--- config.mk ---
export PLATFORM = sky130hd
export DESIGN_NAME = ata_write_ext_smart_cmd
export DESIGN_NICKNAME = d
export VERILOG_FILES = /design/src/ata_cmd_pkg.sv /design/src/ata_write_ext_smart_cmd.sv /design/src/word_counter.sv
export SDC_FILE = /design/constraint.sdc
export NUM_CORES = 1
export LEC_CHECK = 0
export BUFFER_PORTS_ARGS = -buffer_cell sky130_fd_sc_hd__buf_2
export CAP_MARGIN = 20
export CORE_MARGIN = 2
export CORE_UTILIZATION = 40
export DETAILED_ROUTE_END_ITERATION = 7
export GPL_TIMING_DRIVEN = 0
export PLACE_DENSITY = 0.58
export SLEW_MARGIN = 0
export SYNTH_ARGS = -nofsm -noshare
export SYNTH_HDL_FRONTEND = slang
export SYNTH_HIERARCHICAL = 1
export SYNTH_SLANG_ARGS = --single-unit
--- constraint.sdc ---
create_clock -name sys_clk_i -period 7.88 [get_ports sys_clk_i]
set_clock_uncertainty 0.2 [all_clocks]
set_input_delay 1.576 -clock sys_clk_i [delete_from_list [all_inputs] [get_ports sys_clk_i]]
set_output_delay 1.576 -clock sys_clk_i [all_outputs]
set_load 0.05 [all_outputs]
--- src/ata_cmd_pkg.sv ---
// constants for the extended write and health-monitoring command handler
package ata_cmd_pkg;

  // command codes
  localparam logic [7:0] CMD_WRITE_EXT = 8'h34;
  localparam logic [7:0] CMD_HEALTH = 8'hB0;

  // health sub-operations, selected by the feature byte
  localparam logic [7:0] FEAT_READ_DATA = 8'hD0;
  localparam logic [7:0] FEAT_READ_THRESH = 8'hD1;
  localparam logic [7:0] FEAT_AUTOSAVE = 8'hD2;
  localparam logic [7:0] FEAT_SAVE = 8'hD3;
  localparam logic [7:0] FEAT_OFFLINE = 8'hD4;
  localparam logic [7:0] FEAT_ENABLE = 8'hD8;
  localparam logic [7:0] FEAT_DISABLE = 8'hD9;
  localparam logic [7:0] FEAT_STATUS = 8'hDA;

  // access key, return-status answers and autosave control values
  localparam logic [7:0] KEY_HI = 8'hC2;
  localparam logic [7:0] KEY_LO = 8'h4F;
  localparam logic [7:0] EXCEED_HI = 8'h2C;
  localparam logic [7:0] EXCEED_LO = 8'hF4;
  localparam logic [7:0] AUTOSAVE_ON = 8'hF1;
  localparam logic [7:0] AUTOSAVE_OFF = 8'h00;

  // task file addresses
  localparam logic [2:0] TF_FEAT = 3'h1;
  localparam logic [2:0] TF_COUNT = 3'h2;
  localparam logic [2:0] TF_LBA_LO = 3'h3;
  localparam logic [2:0] TF_LBA_MID = 3'h4;
  localparam logic [2:0] TF_LBA_HI = 3'h5;
  localparam logic [2:0] TF_DEV = 3'h6;
  localparam logic [2:0] TF_CMD = 3'h7;

  // bit positions
  localparam int ST_BSY = 7;
  localparam int ST_DRDY = 6;
  localparam int ST_DRQ = 3;
  localparam int ST_ERR = 0;
  localparam int ER_MEDIA = 6;
  localparam int ER_ABRT = 2;
  localparam int CTL_HOB = 7;
  localparam int DEV_SEL = 4;

  // transfer sizes and limits
  localparam int SECTOR_WORDS = 256;
  localparam logic [16:0] MAX_SECTORS = 17'h1_0000;
  localparam logic [7:0] SPARE_LIMIT_PCT = 8'h19;
  localparam logic [7:0] ERASE_LIMIT_PCT = 8'h01;

  typedef enum logic [2:0] {
    S_IDLE = 3'b000,
    S_ACCEPT = 3'b001,
    S_WR_DRQ = 3'b010,
    S_WR_COMMIT = 3'b011,
    S_RD_DRQ = 3'b100,
    S_SAVE = 3'b101,
    S_FINISH = 3'b110
  } cmd_state_e;

endpackage : ata_cmd_pkg

--- src/ata_write_ext_smart_cmd.sv ---
// task file, extended sector write and health-monitoring command engine
//
// Overview of operation
// - command 34h is taken as the 48-bit-address sector write
// - the extended write moves 1 to 65,536 sectors from the 16-bit count
// - a count of 0000h means 65,536 sectors
// - every data-request block after the first raises an interrupt
// - on a media error writing stops; the 48-bit failing address is loaded back
// - each 16-bit field is written twice: earlier write is the upper half
// - feature byte picks the health sub-operation D0h..DAh
// - unsupported feature values end in an aborted command
// - D8h/D9h enable or disable health access; the state is kept non-volatile
// - return status flags exceeded spare or erase-count limits
// - exceeded: cylinder low F4h, cylinder high 2Ch
// - not exceeded: cylinder low 4Fh, cylinder high C2h
// - autosave control takes F1h or 00h and completes as a no-op
// - save values: busy, commit attributes, clear busy, interrupt
// - offline immediate completes with no data collection
// - read data returns exactly one sector
// - high-order-byte bit selects the upper half; any task file access clears it
// - on a write, busy then data-request, no interrupt before first sector
module ata_write_ext_smart_cmd
  import ata_cmd_pkg::*;
#(
  parameter logic [7:0] SPARE_LIMIT = SPARE_LIMIT_PCT,
  parameter logic [7:0] ERASE_LIMIT = ERASE_LIMIT_PCT
) (
  input wire logic sys_clk_i,
  input wire logic sys_rst_i,
  input wire logic tf_wr_i,
  input wire logic tf_rd_i,
  input wire logic [2:0] tf_addr_i,
  input wire logic [7:0] tf_wdata_i,
  output logic [7:0] tf_rdata_o,
  input wire logic ctl_wr_i,
  input wire logic [7:0] ctl_wdata_i,
  input wire logic data_wr_i,
  input wire logic [15:0] data_wdata_i,
  input wire logic data_rd_i,
  output logic [15:0] data_rdata_o,
  output logic bsy_o,
  output logic drq_o,
  output logic intrq_o,
  output logic media_wr_o,
  output logic [15:0] media_wdata_o,
  output logic media_commit_o,
  output logic [47:0] media_lba_o,
  input wire logic media_done_i,
  input wire logic media_err_i,
  output logic [7:0] health_addr_o,
  output logic health_thresh_o,
  input wire logic [15:0] health_word_i,
  input wire logic [7:0] spare_pct_i,
  input wire logic [7:0] erase_pct_i,
  input wire logic nv_health_en_i,
  output logic nv_health_wr_o,
  output logic nv_health_en_o,
  output logic health_en_o,
  output logic attr_save_o
);

  ////////////////////////////////////////////////////////////////////////////
  // helpers
  function automatic logic [16:0] sector_total(input logic [7:0] hi, input logic [7:0] lo);
    sector_total = ({hi, lo} == 16'h0000) ? MAX_SECTORS : {1'b0, hi, lo};
  endfunction : sector_total
  function automatic logic limit_hit(input logic [7:0] spare, input logic [7:0] erase);
    limit_hit = (spare <= SPARE_LIMIT) || (erase <= ERASE_LIMIT);
  endfunction : limit_hit

  ////////////////////////////////////////////////////////////////////////////
  // state
  cmd_state_e state_r, state_nxt;
  logic [7:0] cur_r [1:5];
  logic [7:0] prev_r [1:5];
  logic [7:0] dev_r, err_r, feat_r;
  logic err_flag_r, hob_r, intrq_r, health_en_r, nv_loaded_r;
  logic [47:0] lba_r;
  logic [16:0] rem_r;
  logic cmd_wr, host_wr, do_abort, do_finish, do_status, do_fail, set_irq;
  logic key_ok, sect_last, wr_step, rd_step;
  logic [7:0] word_idx;
  assign host_wr = tf_wr_i && !bsy_o;
  assign cmd_wr = host_wr && (tf_addr_i == TF_CMD);
  assign key_ok = (cur_r[TF_LBA_HI] == KEY_HI) && (cur_r[TF_LBA_MID] == KEY_LO) && dev_r[DEV_SEL];
  assign wr_step = data_wr_i && (state_r == S_WR_DRQ);
  assign rd_step = data_rd_i && (state_r == S_RD_DRQ);
  assign bsy_o = (state_r == S_ACCEPT) || (state_r == S_WR_COMMIT) || (state_r == S_SAVE) || (state_r == S_FINISH);
  assign drq_o = (state_r == S_WR_DRQ) || (state_r == S_RD_DRQ);
  assign intrq_o = intrq_r;
  assign health_en_o = health_en_r;
  assign health_addr_o = word_idx;
  assign health_thresh_o = (feat_r == FEAT_READ_THRESH);
  assign media_lba_o = lba_r;

  word_counter #(.WORDS(SECTOR_WORDS)) u_words (
    .sys_clk_i(sys_clk_i),
    .sys_rst_i(sys_rst_i),
    .clr_i(state_r == S_IDLE),
    .step_i(wr_step || rd_step),
    .idx_o(word_idx),
    .last_o(sect_last)
  );

  ////////////////////////////////////////////////////////////////////////////
  // command decode and sequencing
  always_comb begin
    state_nxt = state_r;
    do_abort = 1'b0;
    do_finish = 1'b0;
    do_status = 1'b0;
    do_fail = 1'b0;
    set_irq = 1'b0;
    case (state_r)
      S_IDLE: begin
        if (cmd_wr) begin
          case (tf_wdata_i)
            CMD_WRITE_EXT: state_nxt = S_ACCEPT;
            CMD_HEALTH: begin
              if (!key_ok || (!health_en_r && cur_r[TF_FEAT] != FEAT_ENABLE)) begin
                do_abort = 1'b1;
              end else begin
                case (cur_r[TF_FEAT])
                  FEAT_READ_DATA, FEAT_READ_THRESH: begin
                    state_nxt = S_RD_DRQ;
                    set_irq = 1'b1;
                  end
                  FEAT_SAVE: state_nxt = S_SAVE;
                  FEAT_STATUS: begin
                    do_status = 1'b1;
                    do_finish = 1'b1;
                  end
                  FEAT_ENABLE, FEAT_DISABLE, FEAT_OFFLINE: do_finish = 1'b1;
                  FEAT_AUTOSAVE: begin
                    // attribute data is always current, so either value is a no-op
                    if (cur_r[TF_COUNT] == AUTOSAVE_ON || cur_r[TF_COUNT] == AUTOSAVE_OFF) begin
                      do_finish = 1'b1;
                    end else begin
                      do_abort = 1'b1;
                    end
                  end
                  default: do_abort = 1'b1;
                endcase
              end
            end
            default: do_abort = 1'b1;
          endcase
          if (do_finish) begin
            state_nxt = S_FINISH;
          end
        end
      end
      S_ACCEPT: state_nxt = S_WR_DRQ;
      S_WR_DRQ: begin
        if (sect_last) begin
          state_nxt = S_WR_COMMIT;
        end
      end
      S_WR_COMMIT: begin
        if (media_err_i) begin
          do_fail = 1'b1;
          set_irq = 1'b1;
          state_nxt = S_IDLE;
        end else if (media_done_i) begin
          set_irq = 1'b1;
          state_nxt = (rem_r == 17'h0_0001) ? S_IDLE : S_WR_DRQ;
        end
      end
      S_RD_DRQ: begin
        if (sect_last) begin
          state_nxt = S_IDLE;
        end
      end
      S_SAVE: state_nxt = S_FINISH;
      S_FINISH: begin
        set_irq = 1'b1;
        state_nxt = S_IDLE;
      end
      default: state_nxt = S_IDLE;
    endcase
  end

  always_ff @(posedge sys_clk_i) begin
    if (sys_rst_i) begin
      state_r <= S_IDLE;
    end else begin
      state_r <= state_nxt;
    end
  end
  always_ff @(posedge sys_clk_i) begin
    if (sys_rst_i) begin
      feat_r <= 8'h00;
    end else if (cmd_wr) begin
      feat_r <= cur_r[TF_FEAT];
    end
  end

  ////////////////////////////////////////////////////////////////////////////
  // write transfer bookkeeping and health read data capture
  always_ff @(posedge sys_clk_i) begin
    if (sys_rst_i) begin
      lba_r <= 48'h0000_0000_0000;
      rem_r <= 17'h0_0000;
    end else if (cmd_wr && tf_wdata_i == CMD_WRITE_EXT) begin
      lba_r <= {prev_r[TF_LBA_HI], prev_r[TF_LBA_MID], prev_r[TF_LBA_LO],
                cur_r[TF_LBA_HI], cur_r[TF_LBA_MID], cur_r[TF_LBA_LO]};
      rem_r <= sector_total(prev_r[TF_COUNT], cur_r[TF_COUNT]);
    end else if (state_r == S_WR_COMMIT && media_done_i && !media_err_i) begin
      lba_r <= lba_r + 48'h0000_0000_0001;
      rem_r <= rem_r - 17'h0_0001;
    end
  end
  always_ff @(posedge sys_clk_i) begin
    if (sys_rst_i) begin
      media_wr_o <= 1'b0;
      media_wdata_o <= 16'h0000;
      media_commit_o <= 1'b0;
    end else begin
      media_wr_o <= wr_step;
      media_commit_o <= (state_r == S_WR_DRQ) && sect_last;
      if (wr_step) begin
        media_wdata_o <= data_wdata_i;
      end
    end
  end
  always_ff @(posedge sys_clk_i) begin
    if (sys_rst_i) begin
      data_rdata_o <= 16'h0000;
    end else if (state_r == S_RD_DRQ) begin
      data_rdata_o <= health_word_i;
    end
  end

  ////////////////////////////////////////////////////////////////////////////
  // task file registers
  always_ff @(posedge sys_clk_i) begin
    if (sys_rst_i) begin
      for (int i = 1; i <= 5; i++) begin
        cur_r[i] <= 8'h00;
        prev_r[i] <= 8'h00;
      end
      dev_r <= 8'h00;
    end else if (do_fail) begin
      // failing sector address and residual count for the host to read back
      cur_r[TF_LBA_LO] <= lba_r[7:0];
      cur_r[TF_LBA_MID] <= lba_r[15:8];
      cur_r[TF_LBA_HI] <= lba_r[23:16];
      prev_r[TF_LBA_LO] <= lba_r[31:24];
      prev_r[TF_LBA_MID] <= lba_r[39:32];
      prev_r[TF_LBA_HI] <= lba_r[47:40];
      cur_r[TF_COUNT] <= rem_r[7:0];
      prev_r[TF_COUNT] <= rem_r[15:8];
    end else if (do_status) begin
      if (limit_hit(spare_pct_i, erase_pct_i)) begin
        cur_r[TF_LBA_MID] <= EXCEED_LO;
        cur_r[TF_LBA_HI] <= EXCEED_HI;
      end else begin
        cur_r[TF_LBA_MID] <= KEY_LO;
        cur_r[TF_LBA_HI] <= KEY_HI;
      end
    end else if (host_wr) begin
      if (tf_addr_i == TF_DEV) begin
        dev_r <= tf_wdata_i;
      end else if (tf_addr_i >= TF_FEAT && tf_addr_i <= TF_LBA_HI) begin
        // the older byte slides into the upper half
        prev_r[tf_addr_i] <= cur_r[tf_addr_i];
        cur_r[tf_addr_i] <= tf_wdata_i;
      end
    end
  end
  always_ff @(posedge sys_clk_i) begin
    if (sys_rst_i) begin
      hob_r <= 1'b0;
    end else if (ctl_wr_i) begin
      hob_r <= ctl_wdata_i[CTL_HOB];
    end else if (tf_rd_i || tf_wr_i) begin
      hob_r <= 1'b0;
    end
  end
  always_ff @(posedge sys_clk_i) begin
    if (sys_rst_i) begin
      tf_rdata_o <= 8'h00;
    end else if (tf_rd_i) begin
      case (tf_addr_i)
        TF_FEAT: tf_rdata_o <= err_r;
        TF_COUNT, TF_LBA_LO, TF_LBA_MID, TF_LBA_HI: begin
          tf_rdata_o <= hob_r ? prev_r[tf_addr_i] : cur_r[tf_addr_i];
        end
        TF_DEV: tf_rdata_o <= dev_r;
        TF_CMD: begin
          tf_rdata_o <= '0;
          tf_rdata_o[ST_BSY] <= bsy_o;
          tf_rdata_o[ST_DRDY] <= !bsy_o;
          tf_rdata_o[ST_DRQ] <= drq_o;
          tf_rdata_o[ST_ERR] <= err_flag_r;
        end
        default: tf_rdata_o <= 8'h00;
      endcase
    end
  end

  ////////////////////////////////////////////////////////////////////////////
  // error, interrupt and completion flags
  always_ff @(posedge sys_clk_i) begin
    if (sys_rst_i) begin
      err_r <= 8'h00;
      err_flag_r <= 1'b0;
    end else if (do_abort) begin
      err_r <= 8'h00;
      err_r[ER_ABRT] <= 1'b1;
      err_flag_r <= 1'b1;
    end else if (do_fail) begin
      err_r <= 8'h00;
      err_r[ER_MEDIA] <= 1'b1;
      err_flag_r <= 1'b1;
    end else if (cmd_wr) begin
      err_r <= 8'h00;
      err_flag_r <= 1'b0;
    end
  end
  // an abort completes at once; other completions arrive via set_irq
  // status read clears the request, but a new event in that cycle wins
  always_ff @(posedge sys_clk_i) begin
    if (sys_rst_i) begin
      intrq_r <= 1'b0;
    end else if (set_irq || do_abort) begin
      intrq_r <= 1'b1;
    end else if ((tf_rd_i && tf_addr_i == TF_CMD) || cmd_wr) begin
      intrq_r <= 1'b0;
    end
  end
  always_ff @(posedge sys_clk_i) begin
    if (sys_rst_i) begin
      attr_save_o <= 1'b0;
    end else begin
      attr_save_o <= (state_nxt == S_SAVE) && (state_r == S_IDLE);
    end
  end

  ////////////////////////////////////////////////////////////////////////////
  // non-volatile health enable
  // the stored value is caught one clock after reset release, never under reset
  always_ff @(posedge sys_clk_i) begin
    if (sys_rst_i) begin
      nv_loaded_r <= 1'b0;
      health_en_r <= 1'b0;
      nv_health_wr_o <= 1'b0;
      nv_health_en_o <= 1'b0;
    end else begin
      nv_loaded_r <= 1'b1;
      nv_health_wr_o <= 1'b0;
      if (!nv_loaded_r) begin
        health_en_r <= nv_health_en_i;
      end else if (do_finish && cur_r[TF_FEAT] == FEAT_ENABLE) begin
        health_en_r <= 1'b1;
        nv_health_wr_o <= 1'b1;
        nv_health_en_o <= 1'b1;
      end else if (do_finish && cur_r[TF_FEAT] == FEAT_DISABLE) begin
        health_en_r <= 1'b0;
        nv_health_wr_o <= 1'b1;
        nv_health_en_o <= 1'b0;
      end
    end
  end

endmodule : ata_write_ext_smart_cmd

--- src/word_counter.sv ---
// counts the 16-bit words of one sector and flags the last one
module word_counter
  import ata_cmd_pkg::*;
#(
  parameter int WORDS = SECTOR_WORDS
) (
  input wire logic sys_clk_i,
  input wire logic sys_rst_i,
  input wire logic clr_i,
  input wire logic step_i,
  output logic [$clog2(WORDS)-1:0] idx_o,
  output logic last_o
);

  localparam logic [$clog2(WORDS)-1:0] LAST_IDX = ($clog2(WORDS))'(WORDS - 1);

  assign last_o = step_i && (idx_o == LAST_IDX);

  always_ff @(posedge sys_clk_i) begin
    if (sys_rst_i || clr_i || last_o) begin
      idx_o <= '0;
    end else if (step_i) begin
      idx_o <= idx_o + 1'b1;
    end
  end

endmodule : word_counter
[Yosys cells after proc, flatten, opt, wreduce, memory -nomap -nowiden]
Memory sizes are Yosys's and may differ from the RTL's.
Index checks and enable logic that the tools add are counted.
Cells by class
  bitwise logic cells: 15
  div/mod/pow operators: 0
  shifts and indexed selects: 0
  multiplexer cells: 102
  equality and inequality tests: 32
  $mul: 0
  reductions and logical operators: 53
  add/subtract/negate cells: 3
  $lt $le $gt $ge: 4
Operators by type and width (count)
  8-bit two-way mux: 15
  8-bit == test (second input constant): 13
  48-bit two-way mux: 2
  1-bit two-way mux: 61
  17-bit two-way mux: 3
  48-bit by 1-bit adder with 48-bit output (second input constant): 1
  8-bit one-hot mux with 4 select lines: 1
  3-bit two-way mux: 10
  3-bit == test (second input constant): 8
  3-bit one-hot mux with 6 select lines: 1
  17-bit by 1-bit == test with 1-bit output (second input constant): 1
  1-bit logical AND: 17
  17-bit by 1-bit subtractor with 17-bit output (second input constant): 1
  16-bit zero test: 1
  8-bit OR reduction: 2
  7-bit two-way mux: 2
  1-bit logical OR: 13
  3-bit by 2-bit == test with 1-bit output (second input constant): 4
  1-bit bitwise OR: 12
  3-bit one-hot mux with 2 select lines: 2
  2-bit nonzero test: 5
  8-bit by 1-bit adder with 8-bit output (second input constant): 1
  8-bit by 6-bit == test with 1-bit output (second input constant): 1
  8-bit by 7-bit == test with 1-bit output (second input constant): 1
  20 further kinds: 31
Word-level totals
  word-level logic and storage cells: 232
  register bits after elaboration: 144
  memory bits (read-only): 0
  input port bits: 77
  memory bits (writable): 80
  latch bits: 0
  memories: 2
Memories
  cur_r: depth 5, bits a word 8, read ports 6, clocked after Yosys merged registers in 0, write ports 5, RTL line ata_write_ext_smart_cmd.sv:74  | logic [7:0] cur_r [1:5];
  prev_r: depth 5, bits a word 8, read ports 5, clocked after Yosys merged registers in 0, write ports 5, RTL line ata_write_ext_smart_cmd.sv:75  | logic [7:0] prev_r [1:5];

[Logic depth before layout (Yosys ltp)]
Gate-level depths: netlist of the first run.
An unclocked memory read counts as a cell.
  depth after elaboration: 16
  depth in mapped cells: 14
  depth with buffers taken out: 10

[Cells and area by module]
The synthesis of the first run kept the hierarchy.
By module, submodules not included
  ata_write_ext_smart_cmd: times used 1, cells an instance 1212, sequential area each 5605.4 um^2, area an instance 11813.8 um^2
  word_counter: times used 1, cells an instance 42, sequential area each 160.2 um^2, area an instance 374.1 um^2

[Least setup slack after synthesis of the first run]
No wires, ideal clock.
  kind: input port to flip-flop
  start: in tf_addr_i[1]
  end: mem cur_r[3][0] (enable)
  path buffers: 4
  arrival: 3358 ps
  library setup time: 367 ps
  stages on the path: 7
  path slack: 3955 ps
  cells stage by stage: buf_4 -> buf_2 -> buf_2 -> nand2_1 -> nor2_1 -> clkbuf_1 -> a21o_1
RTL lines
  from (decl): RTL line ata_write_ext_smart_cmd.sv:32  | input wire logic [2:0] tf_addr_i,
  to (decl): RTL line ata_write_ext_smart_cmd.sv:74

==> qor.json, run 1 <==
{
  "postSynthCellCount": {"value": 1254},
  "synth-adder-area-share": {"value": 0.00411},
  "place_congestion": {"value": 0.951},
  "synth_top_family_by_area": {"value": "simple AND/OR/NAND/NOR gates"},
  "first_global_vias": {"value": 11100},
  "power_density": {"value": 199, "unit": "nW/um^2"},
  "crit_path_start_kind": {"value": "input port"},
  "final-hold-violation-count": {"value": 0},
  "via_count": {"value": 11900},
  "number_of_enable_flip_flop_cells_after_synthesis": {"value": 96},
  "dpl-instance-area": {"value": 13600, "unit": "sq um"},
  "cp_data_required_time": {"value": 7.86, "unit": "ns"},
  "post_cts.repair.setup_buffers": {"value": 0},
  "worst-slew-pin-transition": {"value": 1.07, "unit": "ns"},
  "numPortBuffers": {"value": 172},
  "timing.critical_path.max_delay_family": {"value": "buffers and inverters"},
  "path_common_cell": {"value": "sky130_fd_sc_hd__buf_2"},
  "timing.final.max_slew_violations": {"value": 0},
  "place_ws": {"value": 2.48, "unit": "ns"},
  "maxCapViolCount": {"value": 0},
  "tritoncts": {"value": "built"},
  "antenna_violation_net_count_after_detailed_routing": {"value": 0},
  "critical_path_buf_inv_count": {"value": 4},
  "yosys.cell_types.count": {"value": 89},
  "antenna-diode-count": {"value": 0},
  "slew_headroom": {"value": 0.285},
  "ys_dominant_reg_cell": {"value": "sky130_fd_sc_hd__dfxtp_1"},
  "drc": {"value": 0},
  "final_layout_size_suffix_gt1_frac": {"value": 0.190},
  "r2r_setup_slack": {"value": 4.11, "unit": "ns"},
  "die_h": {"value": 179, "unit": "um"},
  "vdd.ir_drop.worst": {"value": 164, "unit": "uV"},
  "placeableCoreArea": {"value": 29800, "unit": "sq um"},
  "synth.ff_latch_count": {"value": 240},
  "ys_warn_count": {"value": 6},
  "maximum_single_stage_delay_on_the_critical_path": {"value": 0.80, "unit": "ns"},
  "wirelength": {"value": 47.8, "unit": "mm"},
  "fillCellCount": {"value": 2912},
  "routed_wire_length_per_instance": {"value": 25.3, "unit": "um"},
  "synth-xor-area-share": {"value": 0.0180},
  "timing.setup.tns": {"value": 0, "unit": "ns"},
  "detailed_place_hpwl": {"value": 35.1, "unit": "mm"},
  "worst_path_max_delay_cell": {"value": "sky130_fd_sc_hd__buf_1"},
  "clock_sinks": {"value": 240},
  "worstPathMaxFanout": {"value": 16},
  "grt_overflow_total": {"value": 0},
  "h-tree-depth": {"value": 1},
  "library_cell_used_as_clock_root_buffer": {"value": "sky130_fd_sc_hd__clkbuf_16"},
  "worst-setup-path-type": {"value": "in2reg"},
  "synthMuxAreaShare": {"value": 0.0632},
  "yosys.area_share.simple": {"value": 0.208},
  "rsz0062_at_grt": {"value": "false"},
  "std_cell_rows": {"value": 63},
  "cts_resized": {"value": 0},
  "ctsLongestPathBuffers": {"value": 3},
  "layout.cells.most_common": {"value": "sky130_fd_sc_hd__buf_2"},
  "hold_path.class": {"value": "reg2reg"},
  "synth_sequential_area_ratio": {"value": 0.473},
  "cts_buffers": {"value": 28},
  "syn_avg_cell_area": {"value": 9.72, "unit": "sq um"},
  "die-area": {"value": 31900, "unit": "sq um"},
  "worstPathCellList": {"value": "buf_2 > buf_2 > buf_1 > nand2_1 > nor2_1 > clkbuf_1 > a21o_1"},
  "timing.hold.ws": {"value": 0.249, "unit": "ns"},
  "power.leakage": {"value": 5.48, "unit": "nW"},
  "track_usage": {"value": 0.296},
  "timing.fmax": {"value": 211, "unit": "MHz"},
  "i_o_pins": {"value": 183},
  "grt_antenna_before_repair": {"value": 1},
  "drt_first_pass_iters": {"value": 6},
  "postCtsHoldBufs": {"value": 0},
  "syn_area": {"value": 12200, "unit": "sq um"},
  "clkTransAtPathRegs": {"value": 0.06, "unit": "ns"},
  "worst_ep_arrival_time": {"value": 4.72, "unit": "ns"},
  "syn_to_final_growth": {"value": 19.9, "unit": "%"},
  "dr_iter_0_viols": {"value": 1442},
  "routed_via_density": {"value": 6.27},
  "critPathCaptureType": {"value": "flop"},
  "synth-compound-area-share": {"value": 0.192},
  "setup_viol_count_final": {"value": 0},
  "grt_max_degree": {"value": 17},
  "run_status": {"value": "finished clean"},
  "first_pass_grt_wire_length": {"value": 70.1, "unit": "mm"},
  "floorplan.initialDensity": {"value": 0.409},
  "finalWorstPathRequiredPeriod": {"value": 4.74, "unit": "ns"},
  "asyncSetResetFlopFracSynth": {"value": 0},
  "finalInstanceArea": {"value": 14600, "unit": "sq um"},
  "layout_worst_path_cycle_share": {"value": 0.601},
  "final_nets": {"value": 1561},
  "clock_insertion_delay_worst_skew": {"value": 0.56, "unit": "ns"},
  "postLayoutSetupSlackWorst": {"value": 3.14, "unit": "ns"},
  "chipWidth": {"value": 179, "unit": "um"},
  "layout.cells.most_common_list": {"value": "sky130_fd_sc_hd__buf_2, sky130_fd_sc_hd__nand2_1, sky130_fd_sc_hd__dfxtp_1, sky130_fd_sc_hd__edfxtp_1, sky130_fd_sc_hd__nor2_1"},
  "total_power": {"value": 0.00291, "unit": "W"}
}
report_power, final:
group / switching [W] / internal, W / leakage, nW
Combinational: 0.000131 / 0.0000602 / 2.83
Clock: 0.000544 / 0.000824 / 0.501
Sequential: 0.0000248 / 0.00132 / 2.15
path summary, 6_finish.rpt:
kind,from,to,cells after the start
setup / recovery,tf_addr_i[0],prev_r[3][2],7
hold / removal,media_wdata_o[15],media_wdata_o[15],2
setup reg to reg,state_r[1],attr_save_o,13
hold reg to reg,media_wdata_o[15],media_wdata_o[15],2
cell type report:
class	count	area [sq um]	area share
buffer	99	447	0.0306
clock buffer	45	951	0.0650
clock inverter	7	37.5	0.00257
inverter	16	60.1	0.00411
timing repair buffer	173	868	0.0594
sequential	240	5770	0.394
multi-input combinational	922	6000	0.411
tap	390	488	0.0334
state kept, by name (all words and copies together) (netlist names), 2 cells and up:
| register | flops |
|---|---|
| media_wdata_o | 16 |
| cur_r | 64 |
| media_lba_o | 48 |
| rem_r | 17 |
| tf_rdata_o | 8 |
| u_words/idx_o | 8 |
| dev_r | 8 |
| data_rdata_o | 16 |
| prev_r | 32 |
| state_r | 3 |
| err_r | 2 |
| feat_r | 8 |
cell families (layout without fill, tap and decap cells):
kind of cell,Yosys count,count (layout)
AO/OA/AOI/OAI,324,324
other,1,24
buffers and inverters,115,340
XOR/XNOR,25,25
flip-flops,240,240
AND/OR/NAND/NOR,488,488
multiplexers,57,57
adder cells (fa/ha/maj),4,4
per-stage QoR:
stage | instances | utilization
floorplan | 1277 | -
global placement | 1839 | 0.457
detailed placement | 1839 | 0.457
CTS | 1891 | 0.490
global route | 1892 | 0.491
finish | 1892 | 0.491
synthesized netlist by cell type, types with 8 or more instances:
cell,n,area share
sky130_fd_sc_hd__mux4_2,15,0.028
sky130_fd_sc_hd__nor3_1,38,0.016
sky130_fd_sc_hd__nand2_1,156,0.048
sky130_fd_sc_hd__xnor2_1,15,0.011
sky130_fd_sc_hd__a31oi_1,21,0.011
sky130_fd_sc_hd__nand3_1,27,0.011
sky130_fd_sc_hd__a32o_1,31,0.025
sky130_fd_sc_hd__nand2b_1,12,0.0062
sky130_fd_sc_hd__mux2i_1,32,0.026
sky130_fd_sc_hd__a221o_1,14,0.011
sky130_fd_sc_hd__clkbuf_1,77,0.024
sky130_fd_sc_hd__edfxtp_1,96,0.24
sky130_fd_sc_hd__a21oi_1,74,0.030
sky130_fd_sc_hd__nor2_1,86,0.026
sky130_fd_sc_hd__o22ai_1,8,0.0041
sky130_fd_sc_hd__a311oi_1,12,0.0086
sky130_fd_sc_hd__or4_1,11,0.0068
sky130_fd_sc_hd__inv_1,15,0.0046
sky130_fd_sc_hd__nand4b_1,8,0.0057
sky130_fd_sc_hd__nand4_1,26,0.013
sky130_fd_sc_hd__buf_2,12,0.0049
sky130_fd_sc_hd__nor2b_1,10,0.0051
sky130_fd_sc_hd__mux2_2,10,0.0092
sky130_fd_sc_hd__a211oi_1,26,0.016
sky130_fd_sc_hd__dfxtp_1,144,0.24
sky130_fd_sc_hd__or3_1,11,0.0056
sky130_fd_sc_hd__o21ai_0,39,0.016
sky130_fd_sc_hd__xor2_1,10,0.0072
sky130_fd_sc_hd__nor4_1,23,0.012
sky130_fd_sc_hd__and3_1,23,0.012
sky130_fd_sc_hd__a221oi_1,12,0.0086
sky130_fd_sc_hd__a22o_1,18,0.013
sky130_fd_sc_hd__and4_1,9,0.0065
tightest hold or removal path: stages, from the launching register on:
cell and delay (ns):
sky130_fd_sc_hd__dfxtp_1 0.30, sky130_fd_sc_hd__nand2_1 0.05, sky130_fd_sc_hd__a21oi_1 0.05
metal layers:
metal	vias up	track usage	wire, um
met4	0	0.124	2130
met2	718	0.436	20500
li1	5267	-	-
met5	-	0	0
met3	133	0.0509	5060
met1	5748	0.427	20200
Note: power is estimated with default switching activity, not from simulation.
==> run 2: changes to the inputs <==
--- a/config.mk
+++ b/config.mk
@@ -11,7 +11,7 @@
 export CORE_UTILIZATION = 40
 export DETAILED_ROUTE_END_ITERATION = 7
 export GPL_TIMING_DRIVEN = 0
-export PLACE_DENSITY = 0.58
+export PLACE_DENSITY = 0.61
 export SLEW_MARGIN = 0
 export SYNTH_ARGS = -nofsm -noshare
 export SYNTH_HDL_FRONTEND = slang
==> constraint.sdc (replaced) <==
create_clock -name sys_clk_i -period 3.9 [get_ports sys_clk_i]
set_clock_uncertainty 0.2 [all_clocks]
set_input_delay 0.78 -clock sys_clk_i [delete_from_list [all_inputs] [get_ports sys_clk_i]]
set_output_delay 0.78 -clock sys_clk_i [all_outputs]
set_load 0.05 [all_outputs]
==> run 2 against run 1 <==
  * Core utilization fell by 0.18 points
  * Worst setup slack worse by 3.1 ns
  * Sequential power grew 100%
  * Clock power is 91% higher
  * Power up 97%
  * Count of clock-buffer cells in the layout up 1
  * Sequential cell count unchanged
  * Worst hold slack improved by 0.00063 ns
  * Critical endpoint is now cur_r[3][0]
  * Cell count unchanged
  * Highest routed layer is now met5
==> qor.json, run 2 (same netlist as run 1, synthesis figures left out) <==
{
  "clkTransAtPathRegs": {"value": 0.05, "unit": "ns", "change": "about the same"},
  "route.met3.wl": {"value": 5.48, "unit": "mm", "change": "+8.4%"},
  "floorplan.initialDensity": {"value": 0.409, "change": "unchanged"},
  "ctsLongestPathBuffers": {"value": 3, "change": "unchanged"},
  "layout.cells.most_common": {"value": "sky130_fd_sc_hd__buf_2"},
  "path_common_cell": {"value": "sky130_fd_sc_hd__buf_2"},
  "total_power": {"value": 0.00573, "unit": "W", "change": "+97%"},
  "grt_antenna_before_repair": {"value": 1, "change": "unchanged"},
  "routed_wire_length_per_instance": {"value": 25.3, "unit": "um", "change": "about the same"},
  "die_h": {"value": 179, "unit": "um", "change": "unchanged"},
  "maximum_single_stage_delay_on_the_critical_path": {"value": 0.78, "unit": "ns", "change": "-0.02 ns"},
  "routed_via_density": {"value": 6.35, "change": "+1.2%"},
  "final_nets": {"value": 1561, "change": "unchanged"},
  "numPortBuffers": {"value": 172, "change": "unchanged"},
  "grt_overflow_total": {"value": 0, "change": "unchanged"},
  "registers.top_by_ff_count": {"value": "cur_r"},
  "highest_layer": {"value": "met5"},
  "die-area": {"value": 31900, "unit": "sq um", "change": "unchanged"},
  "crit_path_start": {"value": "tf_addr_i[0]"},
  "vdd.ir_drop.worst": {"value": 350, "unit": "uV", "change": "+110%"},
  "regToRegStartpoint": {"value": "state_r[1]"},
  "layout_worst_path_cycle_share": {"value": 0.985},
  "startpoint_of_the_worst_hold_path": {"value": "media_wdata_o[8]"},
  "timing.fmax": {"value": 260, "unit": "MHz"},
  "layout.cells.most_common_list": {"value": "sky130_fd_sc_hd__buf_2, sky130_fd_sc_hd__nand2_1, sky130_fd_sc_hd__dfxtp_1, sky130_fd_sc_hd__edfxtp_1, sky130_fd_sc_hd__nor2_1"},
  "first_pass_grt_wire_length": {"value": 69.5, "unit": "mm", "change": "-0.87%"},
  "wl_met2": {"value": 20.1, "unit": "mm", "change": "-1.7%"},
  "cts_buffers": {"value": 29, "change": "+3.6%"},
  "wirelength": {"value": 47.8, "unit": "mm", "change": "about the same"},
  "worst_ep_arrival_time": {"value": 3.83, "unit": "ns", "change": "-0.89 ns"},
  "chipWidth": {"value": 179, "unit": "um", "change": "unchanged"},
  "fillCellCount": {"value": 2864, "change": "-1.6%"},
  "worstPathMaxFanout": {"value": 16, "change": "unchanged"},
  "run_status": {"value": "finished clean"},
  "power.leakage": {"value": 5.45, "unit": "nW", "change": "-0.67%"},
  "antenna_violation_net_count_after_detailed_routing": {"value": 0, "change": "unchanged"},
  "library_cell_used_as_clock_root_buffer": {"value": "sky130_fd_sc_hd__clkbuf_16"},
  "first_global_vias": {"value": 11000, "change": "-1.3%"},
  "post_cts.repair.setup_buffers": {"value": 0, "change": "unchanged"},
  "wl_met1": {"value": 19.6, "unit": "mm", "change": "-2.9%"},
  "placeableCoreArea": {"value": 29800, "unit": "sq um", "change": "unchanged"},
  "drc": {"value": 0, "change": "unchanged"},
  "dr_iter_0_viols": {"value": 1664, "change": "+15%"},
  "whs_path_depth": {"value": 2, "change": "unchanged"},
  "r2r_setup_slack": {"value": 0.29, "unit": "ns", "change": "-3.82 ns"},
  "power_density": {"value": 394, "unit": "nW/um^2", "change": "+98%"},
  "drt_first_pass_iters": {"value": 6, "change": "unchanged"},
  "track_usage": {"value": 0.293, "change": "-0.00331"},
  "final-hold-violation-count": {"value": 0, "change": "unchanged"},
  "grt_max_degree": {"value": 17, "change": "unchanged"},
  "largest_register_ff_count": {"value": 64, "change": "unchanged"},
  "rsz0062_at_grt": {"value": "false"},
  "r2r_cells": {"value": 13, "change": "unchanged"},
  "finalWorstPathRequiredPeriod": {"value": 3.84, "unit": "ns"},
  "maxCapViolCount": {"value": 0, "change": "unchanged"},
  "crit_path_start_kind": {"value": "input port"},
  "worst_path_max_delay_cell": {"value": "sky130_fd_sc_hd__buf_1"},
  "reg2reg_to": {"value": "attr_save_o"},
  "std_cell_rows": {"value": 63, "change": "unchanged"},
  "place_congestion": {"value": 0.969, "change": "+1.9%"},
  "clock_sinks": {"value": 240, "change": "unchanged"},
  "i_o_pins": {"value": 183, "change": "unchanged"},
  "antenna-diode-count": {"value": 0, "change": "unchanged"},
  "seqCellArea": {"value": 5770, "unit": "sq um", "change": "unchanged"},
  "via_count": {"value": 12000, "change": "+1.2%"},
  "slew_headroom": {"value": 0.340, "change": "+0.0543"},
  "cp_data_required_time": {"value": 3.89, "unit": "ns", "change": "-3.97 ns"},
  "worst-setup-path-type": {"value": "in2reg"},
  "min_delay_worst_endpoint": {"value": "media_wdata_o[8]"},
  "setup_viol_count_final": {"value": 0, "change": "unchanged"},
  "hold_path.class": {"value": "reg2reg"},
  "h-tree-depth": {"value": 1, "change": "unchanged"},
  "timing.final.max_slew_violations": {"value": 0, "change": "unchanged"},
  "worstPathCellList": {"value": "buf_2 > buf_2 > buf_1 > nand2_1 > nor2_1 > clkbuf_1 > a21o_2"},
  "clock_insertion_delay_worst_skew": {"value": 0.55, "unit": "ns", "change": "about the same"},
  "multi_input_comb_area": {"value": 6020, "unit": "sq um", "change": "+0.25%"},
  "final_layout_size_suffix_gt1_frac": {"value": 0.188, "change": "-0.00200"},
  "critPathCaptureType": {"value": "flop"},
  "worst-slew-pin-transition": {"value": 0.990, "unit": "ns", "change": "-0.0775 ns"},
  "postLayoutCoreUtil": {"value": 0.489, "change": "-0.00185"},
  "detailed_place_hpwl": {"value": 35.0, "unit": "mm", "change": "-0.45%"},
  "syn_to_final_growth": {"value": 19.5, "unit": "%"},
  "tritoncts": {"value": "built"}
}
## run 2: cell type report
class,count,area share
buffer,99,0.0308
clock buffer,46,0.0612
clock inverter,7,0.00232
inverter,16,0.00412
multi-input combinational,922,0.413
sequential,240,0.396
tap,390,0.0335
timing repair buffer,172,0.0591
## run 2: where the power goes
part	internal [W]	switching [W]	total, W
sequential	0.00267	0.0000502	0.00272
combinational	0.000122	0.000268	0.000390
clock	0.00155	0.00107	0.00262
## run 2: worst max path at each step
stage                         endpoint  cells after the start  slack [ns]
final                      cur_r[3][0]                      7        0.06
after global routing       attr_save_o                     13        0.05
after CTS                 prev_r[3][1]                      7        0.09
after detailed placement  prev_r[4][4]                      8       -0.57
after global placement    prev_r[4][0]                      8       -0.55
after floorplan            cur_r[3][0]                      7        0.77
## run 2: critical path, delay by kind of cell
family	cells	cell delay, ns
compound gates	1	0.54
buf+inv	4	1.78
simple gates	2	0.71
## run 2: what timing repair did
action                     in CTS  in global routing
gates resized for setup         1                  5
hold buffers                    0                  0
setup endpoints to repair       8                 23
## run 2: layer usage
metal,global-route usage,vias to the layer above
met1,0.418,5791
met4,0.135,2
li1,-,5267
met2,0.424,787
met3,0.0584,166
met5,0,-
## run 2: through the flow
| stage | setup WS [ns] | hold slack (ns) | cells | TNS, ns | cell area, sq um |
|---|---|---|---|---|---|
| after global routing | 0.0511 | 0.269 | 1892 | 0 | 14600 |
| after CTS | 0.0944 | 0.249 | 1892 | 0 | 14600 |
| after detailed placement | -0.571 | 0.243 | 1839 | -16.00 | 13600 |
| after floorplan | 0.771 | 0.232 | 1277 | 0 | 12300 |
| after global placement | -0.555 | 0.239 | 1839 | -16.17 | 13600 |
| final | 0.0581 | 0.250 | 1892 | 0 | 14600 |
